[config.mk]
export PLATFORM = sky130hd
export DESIGN_NAME = spp_port
export DESIGN_NICKNAME = d
export VERILOG_FILES = /design/src/rtl/spp_fifo.v /design/src/rtl/spp_port.v /design/src/rtl/spp_sync.v
export VERILOG_INCLUDE_DIRS = /design/src /design/src/rtl
export SDC_FILE = /design/constraint.sdc
export NUM_CORES = 1
export LEC_CHECK = 0
export BUFFER_PORTS_ARGS = -buffer_cell sky130_fd_sc_hd__buf_2
export CORE_MARGIN = 2
export CORE_UTILIZATION = 45
export DETAILED_ROUTE_END_ITERATION = 6
export PLACE_DENSITY = 0.68
export RECOVER_POWER = 100
export SYNTH_ARGS = -nofsm -noshare
export SYNTH_HDL_FRONTEND = slang
export SYNTH_HIERARCHICAL = 1
export SYNTH_SLANG_ARGS = --single-unit
export TNS_END_PERCENT = 1
[constraint.sdc]
create_clock -name i_core_clk -period 7.8 [get_ports i_core_clk]
set_input_delay 1.56 -clock i_core_clk [delete_from_list [all_inputs] [get_ports i_core_clk]]
set_output_delay 1.56 -clock i_core_clk [all_outputs]
set_load 0.005 [all_outputs]
[src/rtl/spp_regs.vh]
// register offsets, field positions, reset values and the fifo depth
// for the serial port block; included by spp_port only
`ifndef SPP_REGS_VH
`define SPP_REGS_VH
`define SPP_ADDR_CFG      8'hA1
`define SPP_ADDR_DIV      8'hA2
`define SPP_ADDR_DAT      8'hA3
`define SPP_ADDR_CTL      8'hF8
// port_control_flags fields
`define SPP_CTL_DONE      7
`define SPP_CTL_WRITE_COLLISION_FLAG      6
`define SPP_CTL_MODE_FAULT_FLAG      5
`define SPP_CTL_OVRN      4
`define SPP_CTL_SMD_HI    3
`define SPP_CTL_SMD_LO    2
`define SPP_CTL_TXE       1
`define SPP_CTL_EN        0
// port_config_status fields
`define SPP_CFG_BUSY      7
`define SPP_CFG_MST       6
`define SPP_CFG_PHA       5
`define SPP_CFG_POL       4
`define SPP_CFG_SEL       3
`define SPP_CFG_PIN       2
`define SPP_CFG_SRE       1
`define SPP_CFG_RXE       0
// reset values and fifo depth
`define SPP_RST_SMD       2'h1
`define SPP_RST_DIV       8'h00
`define SPP_FIFO_DEPTH    4
`endif

[src/rtl/spp_fifo.v]
// small synchronous fifo with valid/ready on both sides
// assumes one clock, synchronous active-low reset
`default_nettype none
module spp_fifo
#(
    parameter WIDTH = 8,
    parameter DEPTH = 4,
    parameter AW    = 2
)
(
    input  wire             i_core_clk,
    input  wire             i_rst_b,
    input  wire             i_in_valid,
    output wire             o_in_ready,
    input  wire [WIDTH-1:0] i_in_data,
    output wire             o_out_valid,
    input  wire             i_out_ready,
    output wire [WIDTH-1:0] o_out_data
);
    reg [WIDTH-1:0] mem_q [0:DEPTH-1];
    reg [AW-1:0]    wr_q;
    reg [AW-1:0]    rd_q;
    reg [AW:0]      cnt_q;
    wire            push;
    wire            pop;
    assign o_in_ready  = (cnt_q != DEPTH[AW:0]);
    assign o_out_valid = (cnt_q != {(AW+1){1'b0}});
    assign o_out_data  = mem_q[rd_q];
    assign push = i_in_valid & o_in_ready;
    assign pop  = i_out_ready & o_out_valid;
    always @(posedge i_core_clk)
    begin
        if (push)
            mem_q[wr_q] <= i_in_data;
    end
    always @(posedge i_core_clk)
    begin
        if (!i_rst_b)
        begin
            wr_q  <= {AW{1'b0}};
            rd_q  <= {AW{1'b0}};
            cnt_q <= {(AW+1){1'b0}};
        end
        else
        begin
            if (push)
                wr_q <= (wr_q == DEPTH[AW-1:0] - 1'b1) ? {AW{1'b0}}
                        : wr_q + 1'b1;
            if (pop)
                rd_q <= (rd_q == DEPTH[AW-1:0] - 1'b1) ? {AW{1'b0}}
                        : rd_q + 1'b1;
            if (push && !pop)
                cnt_q <= cnt_q + 1'b1;
            else if (pop && !push)
                cnt_q <= cnt_q - 1'b1;
        end
    end
endmodule // spp_fifo
`default_nettype wire

[src/rtl/spp_port.v]
// serial port: flags, clock config, rate divider, data buffering
// assumes the cpu special-register port on i_core_clk; pins asynchronous
// Functional notes
// - transfer-complete flag sets at the end of every byte, any mode
// - interrupt request while enabled and any of four flags is one
// - no flag is cleared by hardware; software writes zero to clear
// - data write while transmit buffer full sets collision, write dropped
// - master with select mode 01 and select low: fault, disable port
// - slave overrun keeps old byte, drops new one, sets overrun flag
// - phase zero samples on first clock edge, one on second edge
// - polarity zero idles clock low, one idles it high
// - rate register sets master clock only; ignored as slave
// - master bit rate is system clock over 2*(div+1), so at most half system clock
// - busy bit reads one while a transfer is in progress
// - slave-selected bit reads one only as slave with de-glitched select input low
// - data write loads tx buffer, starts master; read gives rx buffer
// - master-enable selects master; enabled without it is slave
// - 4-wire slave active while select low; counter reset on its fall
// - msb first; after eight bits byte goes to the receive buffer
`include "spp_regs.vh"
`default_nettype none
module spp_port
#(
    parameter FIFO_DEPTH = `SPP_FIFO_DEPTH
)
(
    input  wire       i_core_clk,
    input  wire       i_rst_b,
    input  wire [7:0] i_reg_addr,
    input  wire       i_reg_wr,
    input  wire       i_reg_rd,
    input  wire [7:0] i_reg_wdata,
    output reg  [7:0] o_reg_rdata,
    output wire       o_irq,
    input  wire       i_irq_en,
    input  wire       i_sck,
    output reg        o_sck,
    output reg        o_sck_oe,
    input  wire       i_mosi,
    output reg        o_mosi,
    output reg        o_mosi_oe,
    input  wire       i_miso,
    output reg        o_miso,
    output reg        o_miso_oe,
    input  wire       i_slave_select_n,
    output reg        o_slave_select_n,
    output reg        o_slave_select_n_oe
);
    // control/config registers
    reg       done_q, write_collision_flag_q, mode_fault_flag_q, ovrn_q, en_q, mst_q, pha_q, pol_q;
    reg [1:0] smd_q;
    reg [7:0] div_q;
    reg [7:0] rxbuf_q;
    reg       rxfull_q;
    reg [7:0] shift_q;
    reg [2:0] bits_q;
    reg       busy_q;
    reg       sh_loaded_q;
    reg [7:0] rate_cnt_q;
    reg       mclk_q;
    reg       edge_half_q;
    reg       in_q;
    reg       sck_prev_q;
    reg       ss_prev_q;
    wire      sck_s;
    wire      ss_s;
    wire      mosi_s;
    wire      miso_s;
    // transmit path through the fifo
    wire       tx_ready;
    wire       tx_valid;
    wire [7:0] tx_data;
    wire       tx_pop;
    wire       wr_dat = i_reg_wr && (i_reg_addr == `SPP_ADDR_DAT);
    wire       slave  = en_q && !mst_q;
    wire       four_w = (smd_q == `SPP_RST_SMD);
    wire       sel    = !four_w || !ss_s;
    wire       sl_act = slave && sel;
    spp_sync #(.RST_VAL(1'b0)) u_sck
    (
        .i_core_clk (i_core_clk),
        .i_rst_b    (i_rst_b),
        .i_async    (i_sck),
        .o_level    (sck_s)
    );
    spp_sync #(.RST_VAL(1'b1)) u_ss
    (
        .i_core_clk (i_core_clk),
        .i_rst_b    (i_rst_b),
        .i_async    (i_slave_select_n),
        .o_level    (ss_s)
    );
    spp_sync #(.RST_VAL(1'b0)) u_mosi
    (
        .i_core_clk (i_core_clk),
        .i_rst_b    (i_rst_b),
        .i_async    (i_mosi),
        .o_level    (mosi_s)
    );
    spp_sync #(.RST_VAL(1'b0)) u_miso
    (
        .i_core_clk (i_core_clk),
        .i_rst_b    (i_rst_b),
        .i_async    (i_miso),
        .o_level    (miso_s)
    );
    spp_fifo #(.WIDTH(8), .DEPTH(FIFO_DEPTH), .AW(2)) u_tx
    (
        .i_core_clk  (i_core_clk),
        .i_rst_b     (i_rst_b),
        .i_in_valid  (wr_dat),
        .o_in_ready  (tx_ready),
        .i_in_data   (i_reg_wdata),
        .o_out_valid (tx_valid),
        .i_out_ready (tx_pop),
        .o_out_data  (tx_data)
    );
    // serial clock edges, in idle-relative terms
    wire sck_rel    = sck_s ^ pol_q;
    wire s_lead     = sl_act && sck_rel && !(sck_prev_q ^ pol_q);
    wire s_trail    = sl_act && !sck_rel && (sck_prev_q ^ pol_q);
    wire ss_fall    = ss_prev_q && !ss_s;
    // master half-period tick
    wire m_tick     = mst_q && en_q && busy_q && (rate_cnt_q == div_q);
    wire m_lead     = m_tick && !mclk_q;
    wire m_trail    = m_tick && mclk_q;
    wire lead       = m_lead | s_lead;
    wire trail      = m_trail | s_trail;
    // sample and shift edges per phase
    wire samp_e     = pha_q ? trail : lead;
    wire shift_e    = pha_q ? lead  : trail;
    wire in_bit     = mst_q ? miso_s : mosi_s;
    wire last_bit   = samp_e && (bits_q == 3'h7);
    // master ends after the trailing edge of the eighth bit
    wire m_end      = mst_q && (pha_q ? last_bit
                      : (m_trail && (bits_q == 3'h0) && edge_half_q));
    // load shifter from buffer when idle
    assign tx_pop   = tx_valid && !busy_q && !sh_loaded_q && en_q;
    wire tx_empty   = !tx_valid;
    wire start_m    = mst_q && en_q && sh_loaded_q && !busy_q;
    wire fault      = mst_q && en_q && four_w && !ss_s;
    wire ctl_wr     = i_reg_wr && (i_reg_addr == `SPP_ADDR_CTL);
    wire cfg_wr     = i_reg_wr && (i_reg_addr == `SPP_ADDR_CFG);
    assign o_irq    = i_irq_en && (done_q | write_collision_flag_q | mode_fault_flag_q | ovrn_q);
    always @(posedge i_core_clk)
    begin
        if (!i_rst_b)
        begin
            done_q <= 1'b0; write_collision_flag_q <= 1'b0; mode_fault_flag_q <= 1'b0; ovrn_q <= 1'b0;
            en_q <= 1'b0; mst_q <= 1'b0; pha_q <= 1'b0; pol_q <= 1'b0;
            smd_q <= `SPP_RST_SMD;
            div_q <= `SPP_RST_DIV;
            rxbuf_q <= 8'h00; rxfull_q <= 1'b0;
            shift_q <= 8'h00; bits_q <= 3'h0; busy_q <= 1'b0;
            sh_loaded_q <= 1'b0; rate_cnt_q <= 8'h00; mclk_q <= 1'b0;
            edge_half_q <= 1'b0; sck_prev_q <= 1'b0; ss_prev_q <= 1'b1;
            in_q <= 1'b0;
        end
        else
        begin
            sck_prev_q <= sck_s;
            ss_prev_q  <= ss_s;
            // software writes: only zeros clear flags, sets win below
            if (ctl_wr)
            begin
                if (!i_reg_wdata[`SPP_CTL_DONE]) done_q <= 1'b0;
                if (!i_reg_wdata[`SPP_CTL_WRITE_COLLISION_FLAG]) write_collision_flag_q <= 1'b0;
                if (!i_reg_wdata[`SPP_CTL_MODE_FAULT_FLAG]) mode_fault_flag_q <= 1'b0;
                if (!i_reg_wdata[`SPP_CTL_OVRN]) ovrn_q <= 1'b0;
                smd_q <= i_reg_wdata[`SPP_CTL_SMD_HI:`SPP_CTL_SMD_LO];
                en_q  <= i_reg_wdata[`SPP_CTL_EN];
            end
            if (cfg_wr)
            begin
                mst_q <= i_reg_wdata[`SPP_CFG_MST];
                pha_q <= i_reg_wdata[`SPP_CFG_PHA];
                pol_q <= i_reg_wdata[`SPP_CFG_POL];
            end
            if (i_reg_wr && (i_reg_addr == `SPP_ADDR_DIV))
                div_q <= i_reg_wdata;
            if (wr_dat && !tx_ready)
                write_collision_flag_q <= 1'b1;
            if (i_reg_rd && (i_reg_addr == `SPP_ADDR_DAT))
                rxfull_q <= 1'b0;
            if (tx_pop)
            begin
                shift_q     <= tx_data;
                sh_loaded_q <= 1'b1;
            end
            // master divider: half period is div+1 cycles
            if (start_m)
            begin
                busy_q <= 1'b1;
                rate_cnt_q <= 8'h00;
                mclk_q <= 1'b0;
            end
            else if (mst_q && busy_q)
                rate_cnt_q <= m_tick ? 8'h00 : rate_cnt_q + 8'h01;
            if (m_tick)
                mclk_q <= !mclk_q;
            if (s_lead || s_trail)
                busy_q <= 1'b1;
            // 4-wire slave: framing by select line
            if (slave && four_w && (ss_fall || ss_s))
            begin
                bits_q <= 3'h0;
                edge_half_q <= 1'b0;
                if (ss_s)
                    busy_q <= 1'b0;
            end
            if (!en_q)
            begin
                bits_q <= 3'h0;
                busy_q <= 1'b0;
                mclk_q <= 1'b0;
            end
            if (samp_e)
            begin
                in_q    <= in_bit;
                bits_q  <= bits_q + 3'h1;
                edge_half_q <= 1'b1;
            end
            // outgoing bit changes on the opposite edge
            if (shift_e && (bits_q != 3'h0))
                shift_q <= {shift_q[6:0], in_q};
            if (last_bit)
            begin
                if (!mst_q)
                    busy_q <= 1'b0;
                sh_loaded_q <= 1'b0;
                done_q      <= 1'b1;
                if (slave && rxfull_q)
                    ovrn_q <= 1'b1;
                else
                begin
                    rxbuf_q  <= {shift_q[6:0], in_bit};
                    rxfull_q <= 1'b1;
                end
            end
            if (m_end)
            begin
                busy_q      <= 1'b0;
                mclk_q      <= 1'b0;
                edge_half_q <= 1'b0;
            end
            if (fault)
            begin
                mode_fault_flag_q <= 1'b1;
                mst_q  <= 1'b0;
                en_q   <= 1'b0;
                busy_q <= 1'b0;
            end
        end
    end
    // pin drive
    wire shifter_empty = !sh_loaded_q && !busy_q && tx_empty;
    always @(posedge i_core_clk)
    begin
        if (!i_rst_b)
        begin
            o_sck <= 1'b0; o_sck_oe <= 1'b0;
            o_mosi <= 1'b0; o_mosi_oe <= 1'b0;
            o_miso <= 1'b0; o_miso_oe <= 1'b0;
            o_slave_select_n <= 1'b1; o_slave_select_n_oe <= 1'b0;
        end
        else
        begin
            o_sck     <= (mst_q ? mclk_q : 1'b0) ^ pol_q;
            o_sck_oe  <= en_q && mst_q;
            o_mosi    <= shift_q[7];
            o_mosi_oe <= en_q && mst_q;
            o_miso    <= shift_q[7];
            o_miso_oe <= sl_act;
            o_slave_select_n    <= smd_q[0];
            o_slave_select_n_oe <= en_q && smd_q[1];
        end
    end
    always @*
    begin
        case (i_reg_addr)
            `SPP_ADDR_CFG: o_reg_rdata = {busy_q, mst_q, pha_q, pol_q,
                                          slave && !ss_s,
                                          ss_s, shifter_empty, !rxfull_q};
            `SPP_ADDR_DIV: o_reg_rdata = div_q;
            `SPP_ADDR_DAT: o_reg_rdata = rxbuf_q;
            `SPP_ADDR_CTL: o_reg_rdata = {done_q, write_collision_flag_q, mode_fault_flag_q, ovrn_q,
                                          smd_q, tx_ready, en_q};
            default:       o_reg_rdata = 8'h00;
        endcase
    end
endmodule // spp_port
`default_nettype wire

[src/rtl/spp_sync.v]
// three-stage synchroniser; change counts when stages two and three agree
// assumes a single clock domain on i_core_clk
`default_nettype none
module spp_sync
#(
    parameter RST_VAL = 1'b0
)
(
    input  wire i_core_clk,
    input  wire i_rst_b,
    input  wire i_async,
    output reg  o_level
);
    reg s1_q;
    reg s2_q;
    reg s3_q;
    always @(posedge i_core_clk)
    begin
        if (!i_rst_b)
        begin
            s1_q    <= RST_VAL;
            s2_q    <= RST_VAL;
            s3_q    <= RST_VAL;
            o_level <= RST_VAL;
        end
        else
        begin
            s1_q <= i_async;
            s2_q <= s1_q;
            s3_q <= s2_q;
            if (s2_q == s3_q)
                o_level <= s3_q;
        end
    end
endmodule // spp_sync
`default_nettype wire

==> results of run 1 <==
==> placed cells by master, fill, tap and decap left out, types with 4 or more instances in the layout <==
cell type,Yosys,final
o31ai_1,4,4
a21oi_1,20,20
clkinv_2,0,4
and3_1,3,7
a21boi_0,1,4
xor2_1,10,10
clkbuf_16,0,16
clkbuf_1,15,22
mux4_2,8,8
and2_1,12,7
o21ai_0,9,10
nand2_1,71,71
nand4_1,5,5
and2_0,0,6
xnor2_1,10,10
buf_2,4,20
nor2_1,15,15
mux2i_1,23,23
nor2b_1,4,4
edfxtp_1,32,32
nand3_1,29,29
dfxtp_1,84,84
ha_1,10,10
o21ai_1,5,4
inv_1,8,8
o211ai_1,9,9
a222oi_1,7,7
nand2b_1,17,17
==> power by group through the flow <==
stage | clock, uW | combinational (uW) | sequential, uW
floorplan | 0 | 12.6 | 635
global placement | 0 | 27.4 | 635
detailed placement | 0 | 28.1 | 635
CTS | 746 | 28.0 | 622
global route | 770 | 29.3 | 623
finish | 736 | 26.9 | 623
==> per-layer routing <==
metal,track usage,routed length [um]
met2,0.329,5330
met3,0.0741,1070
met4,0.0958,317
met5,0,7
met1,0.266,5080
==> per-stage QoR <==
| step | instance area (um^2) | hold WS (ns) | cells |
|---|---|---|---|
| after global placement | 5350 | 0.394 | 636 |
| after detailed placement | 5350 | 0.396 | 636 |
| after global routing | 5860 | 0.441 | 668 |
| after CTS | 5920 | 0.409 | 668 |
| after floorplan | 5060 | 0.386 | 478 |
| final | 5860 | 0.405 | 668 |
==> sequential cells by signal (all words and copies together) (netlist names), 2 cells and up, named ones only <==
name and cells:
u_tx/cnt_q 3, u_tx/mem_q 32, smd_q 2, div_q 8
bits_q 3, rxbuf_q 8, u_tx/rd_q 2, rate_cnt_q 8
u_tx/wr_q 2, shift_q 8
==> how the worst max path moves through the flow <==
stage | startpoint | end | slack [ns] | cells after the start
floorplan | i_reg_addr[3] | o_reg_rdata[7] | 3.41 | 6
global placement | i_reg_addr[2] | o_reg_rdata[2] | 2.88 | 6
global route | i_reg_addr[3] | o_reg_rdata[3] | 1.93 | 6
CTS | i_reg_addr[2] | o_reg_rdata[5] | 2.80 | 6
finish | i_reg_addr[3] | o_reg_rdata[3] | 2.25 | 6
detailed placement | i_reg_addr[2] | o_reg_rdata[5] | 2.81 | 6
==> final cells by class <==
| type | count | area share |
|---|---|---|
| multi-input combinational | 328 | 0.385 |
| clock inverter | 14 | 0.0233 |
| clock buffer | 18 | 0.0730 |
| timing repair buffer | 43 | 0.0324 |
| sequential | 116 | 0.451 |
| inverter | 9 | 0.00576 |
| tap | 140 | 0.0299 |
==> kinds of logic (layout without fill, tap and decap cells) <==
group / count (synthesis) / in the layout / share of synthesized area
XOR/XNOR: 20 / 20 / 0.0346
flip-flops: 116 / 116 / 0.522
AND/OR/NAND/NOR: 191 / 191 / 0.200
AO/OA/AOI/OAI: 73 / 73 / 0.0997
buffers and inverters: 34 / 84 / 0.0294
multiplexers: 33 / 33 / 0.0856
adder cells (fa/ha/maj): 11 / 11 / 0.0287
==> run_results.csv, run 1 <==
group,metric,value,unit
timing,rsz0062_at_grt,"no",
grt,grt_overflow,0,
power_and_ir_drop,p_leak,0.00210,uW
critical_path,ff2ff_setup_slack,4.86,ns
flow_run,maxCapViolCount,2,
routing,antenna_left,0,
clock_tree,post_cts_buffers,0,
grt,antenna_found_initial,1,
critical_path,cpPeakStageDelay,1.19,ns
clock_tree,clock_latency,0.54,ns
power_and_ir_drop,pwr-share-seq,0.449,
logic_synthesis,syn_area_per_cell,10.6,um^2
worst_hold_path,hold_end,"u_ss/s2_q",
clock_tree,h-tree-depth,4,
clock_tree,cts.clk_slew.worst_paths,0.05,ns
logic_synthesis,synth_largest_area_cell,"dfxtp_1",
critical_path,worst_path_max_delay_cell,"nor4_1",
grt,grt_pass1_vias,3602,
clock_tree,ctsResizeCount,0,
power_and_ir_drop,pwr_density_cell,236,nW/um^2
power_and_ir_drop,comb_power_share,0.019,
critical_path,arrival,3.99,ns
logic_synthesis,seq_area_frac_synth,0.522,
worst_hold_path,hp-start,"u_ss/s1_q",
routing,drc,6,
timing,finalCritPeriodShare,0.712,
die,rows,38,
grt,grt_max_degree,73,
critical_path,path_cells,"buf_2 > or3_1 > nor4_1 > a222oi_1 > o31ai_1 > clkbuf_1",
worst_hold_path,worst_hold_path_type,"reg -> reg",
clock_tree,numCtsBuffers,17,
placement,portBuffers,41,
grt,grt_pass1_wl,18700,um
timing,fin_setup_tns,0,ns
clock_tree,cts_tree,"yes",
final_layout,num-fill-cells,945,
logic_synthesis,syn-instance-count,478,
logic_synthesis,async_flop_share,0,
logic_synthesis,syn_nets,514,
timing,max_freq,180,MHz
timing,setup_violations,0,
power_and_ir_drop,internal_power,1090,uW
critical_path,critPathKind,"in -> out",
logic_synthesis,yosysMostFrequentCell,"dfxtp_1",
timing,slew_viol_final,84,
logic_synthesis,synth_ff_type,"dfxtp_1",
final_layout,diodes,0,
power_and_ir_drop,vdd_drop_max,0.140,mV
routing,dr.pass1.iters,7,
placement,hpwl,8040,um
timing,final.min_clock_period,5.55,ns
die,die_y,110,um
critical_path,rr_endpoint,"u_tx/cnt_q[2]",
die,die_area,12100,um^2
final_layout,finish.utilization,0.538,
power_and_ir_drop,pwr-share-clk,0.531,
routing,vias,3762,
run_status,run_status,"finished, violations left",
routing,viasPerCell,5.63,
critical_path,cp_max_fo,10,
critical_path,crit_path_end_kind,"output pin",
clock_tree,hold_buffers,0,
routing,wirelength,11800,um
routing,drt_iter0_markers,325,
logic_synthesis,synth-edff-count,32,
power_and_ir_drop,swShare,0.215,
power_and_ir_drop,power,1390,uW
die,ios,42,
critical_path,path_buf_inv,2,
placement,gp_congestion,0.872,
power_and_ir_drop,p_sw,298,uW
placement,dp_slack,2.81,ns
logic_synthesis,ys_top_cells_by_count,"84 x dfxtp_1, 71 x nand2_1, 32 x edfxtp_1",
run_status,violations,"design-rule violations, max-capacitance violations, max-slew violations",
final_layout,drive_gt1_frac,0.136,
final_layout,regArea,2640,um^2
die,die_w,110,um
die,start_util,0.465,
critical_path,path_delay_family,"simple AND/OR/NAND/NOR gates",
logic_synthesis,synth_seq_cells,116,
grt,grt_usage,0.212,
die,coreArea,10900,um^2
logic_synthesis,yosys_warnings,6,
logic_synthesis,synth_top_area_share,0.332,
timing,setup_ws,2.25,ns
critical_path,worstReg2RegStart,"u_tx/cnt_q[1]",
timing,hold_viol_final,0,
final_layout,syn2layout_area_growth,15.9,%
timing,worstMarginPinSlew,2.79,ns
critical_path,reg2reg_depth,11,
logic_synthesis,synth.distinct_cells,64,
critical_path,required,6.24,ns
logic_synthesis,synth_area_leaders,"dfxtp_1 33%, edfxtp_1 19%, nand2_1 5.3%",
routing,wl_per_cell,17.7,um
worst_hold_path,hold_depth,1,
final_layout,final_nets,551,
clock_tree,cts-root-buf,"clkbuf_8",
clock_tree,cts_sinks,116,
logic_synthesis,syn_area,5060,um^2
critical_path,worst_setup_path_start_kind,"input pin",
final_layout,multiInputGateArea,2260,um^2
clock_tree,clockBufferDepth,2,
timing,skew,0.00935,ns
timing,slew_headroom,-0.859,
(Power assumes the default switching activity.)
==> run 2: changes to the inputs <==
- clock period: 7.8 -> 5.2 ns (I/O delays scaled with it)
==> run 2 against run 1 <==
The flow finishes with violations (max-capacitance violations, max-slew violations). Setup slack lost 1.5 ns. Clock power grew 51%. Register-to-register slack lost 2.6 ns. Global-route usage shrank 0.37 points. Routed wire length shrank 4.1%. Critical path depth is the same. Via count shrank 0.40%.
==> run_results.csv, run 2 (synthesis results as in run 1) <==
group,metric,value,unit
grt,grt_pass1_wl,18400,um
die,ios,42,
grt,antenna_found_initial,0,
timing,setup_violations,0,
die,coreArea,10900,um^2
clock_tree,cts-root-buf,"clkbuf_8",
power_and_ir_drop,vdd_drop_max,0.261,mV
critical_path,worst_setup_path_start_kind,"input pin",
placement,place_inst,637,
clock_tree,cts_tree,"yes",
timing,final.min_clock_period,4.41,ns
routing,drt_iter0_markers,298,
die,die_w,110,um
run_status,violations,"max-capacitance violations, max-slew violations",
timing,max_freq,227,MHz
power_and_ir_drop,p_sw,452,uW
grt,grt_overflow,0,
final_layout,final_nets,552,
routing,vias,3747,
final_layout,final_common_cell,"dfxtp_1",
placement,portBuffers,41,
die,start_util,0.465,
final_layout,diodes,0,
routing,antenna_left,0,
die,rows,38,
timing,rsz0062_at_grt,"no",
clock_tree,clockBufferDepth,2,
critical_path,crit_path_end_kind,"output pin",
timing,fin_setup_tns,0,ns
clock_tree,ctsResizeCount,0,
die,die_area,12100,um^2
critical_path,required,4.16,ns
critical_path,arrival,3.37,ns
grt,grt_usage,0.208,
placement,hpwl,8180,um
timing,slew_viol_final,49,
timing,slew_headroom,-0.206,
final_layout,drive_gt1_frac,0.136,
clock_tree,h-tree-depth,4,
timing,worstMarginPinSlew,1.81,ns
clock_tree,numCtsBuffers,17,
final_layout,largest_register_ffs,32,
final_layout,syn2layout_area_growth,16.1,%
timing,finalCritPeriodShare,0.848,
run_status,run_status,"finished, violations left",
critical_path,critPathKind,"in -> out",
placement,gp_congestion,0.952,
power_and_ir_drop,swShare,0.217,
grt,grt_max_degree,49,
routing,viasPerCell,5.60,
final_layout,top_register,"u_tx/mem_q",
clock_tree,cts.clk_slew.worst_paths,0.05,ns
power_and_ir_drop,pwr-share-seq,0.449,
flow_run,maxCapViolCount,1,
routing,drc,0,
worst_hold_path,worst_hold_path_type,"reg -> reg",
clock_tree,post_cts_buffers,0,
power_and_ir_drop,pwr-share-clk,0.532,
critical_path,cp_max_fo,10,
power_and_ir_drop,comb_power_share,0.019,
final_layout,final_cell_mix,"84 x dfxtp_1, 71 x nand2_1, 32 x edfxtp_1",
clock_tree,clock_latency,0.52,ns
power_and_ir_drop,internal_power,1630,uW
grt,grt_pass1_vias,3624,
routing,wirelength,11300,um
final_layout,finalNonFillerCells,669,
power_and_ir_drop,pwr_density_cell,354,nW/um^2
die,die_y,110,um
routing,wl_per_cell,16.9,um
routing,dr.pass1.iters,5,
power_and_ir_drop,p_leak,0.00210,uW
timing,skew,0.00540,ns
timing,hold_viol_final,0,
clock_tree,cts_sinks,116,
clock_tree,hold_buffers,0,
## run 2: critical path, cell delays in order
cell and delay (ns):
clkbuf_1 0.08, or3_1 0.49, nor4_1 1.11, a222oi_1 0.33
o31ai_1 0.17, clkbuf_1 0.15
## run 2: worst paths after layout
kind	start	endpoint	slack, ns	cells after the start
max	i_reg_addr[3]	o_reg_rdata[3]	0.79	6
min	u_ss/s1_q	u_ss/s2_q	0.41	1
max reg2reg	u_tx/cnt_q[1]	u_tx/cnt_q[2]	2.23	11
min reg2reg	u_ss/s1_q	u_ss/s2_q	0.41	1
## run 2: power groups by stage
stage | sequential, uW | clock (uW) | combinational, uW
6_report | 934 | 1110 | 38.7
5_1_grt | 934 | 1170 | 43.3
4_1_cts | 934 | 1130 | 41.0
3_5_place_dp | 953 | 0 | 40.9
3_3_place_gp | 953 | 0 | 39.8
2_1_floorplan | 952 | 0 | 18.8
## run 2: per-stage QoR
step,area (um^2),power (uW),hold WS (ns),utilization,setup WS (ns)
floorplan,5060,971,0.386,-,1.53
global placement,5360,993,0.397,0.492,1.26
detailed placement,5360,994,0.402,0.492,1.18
CTS,5930,2110,0.416,0.545,1.34
global route,5870,2150,0.433,0.539,0.615
finish,5870,2080,0.410,0.539,0.790
## run 2: cell type report
class	count	area, um^2
repair buffers	44	194
clock buffers	17	414
inverters	9	33.8
clock inverters	15	156
multi-input cells	328	2260
flip-flops and latches	116	2640
fillers	963	5010
well taps	140	175
## run 2: metal layers
layer  wire, um  up-vias  share of wire  GRT usage
met2       5180      140           0.46      0.322
li1           -     1801              -          -
met3        816       26          0.072     0.0741
met4        288        0          0.025     0.0940
met1       5030     1780           0.44      0.262
met5          0        -              0          0
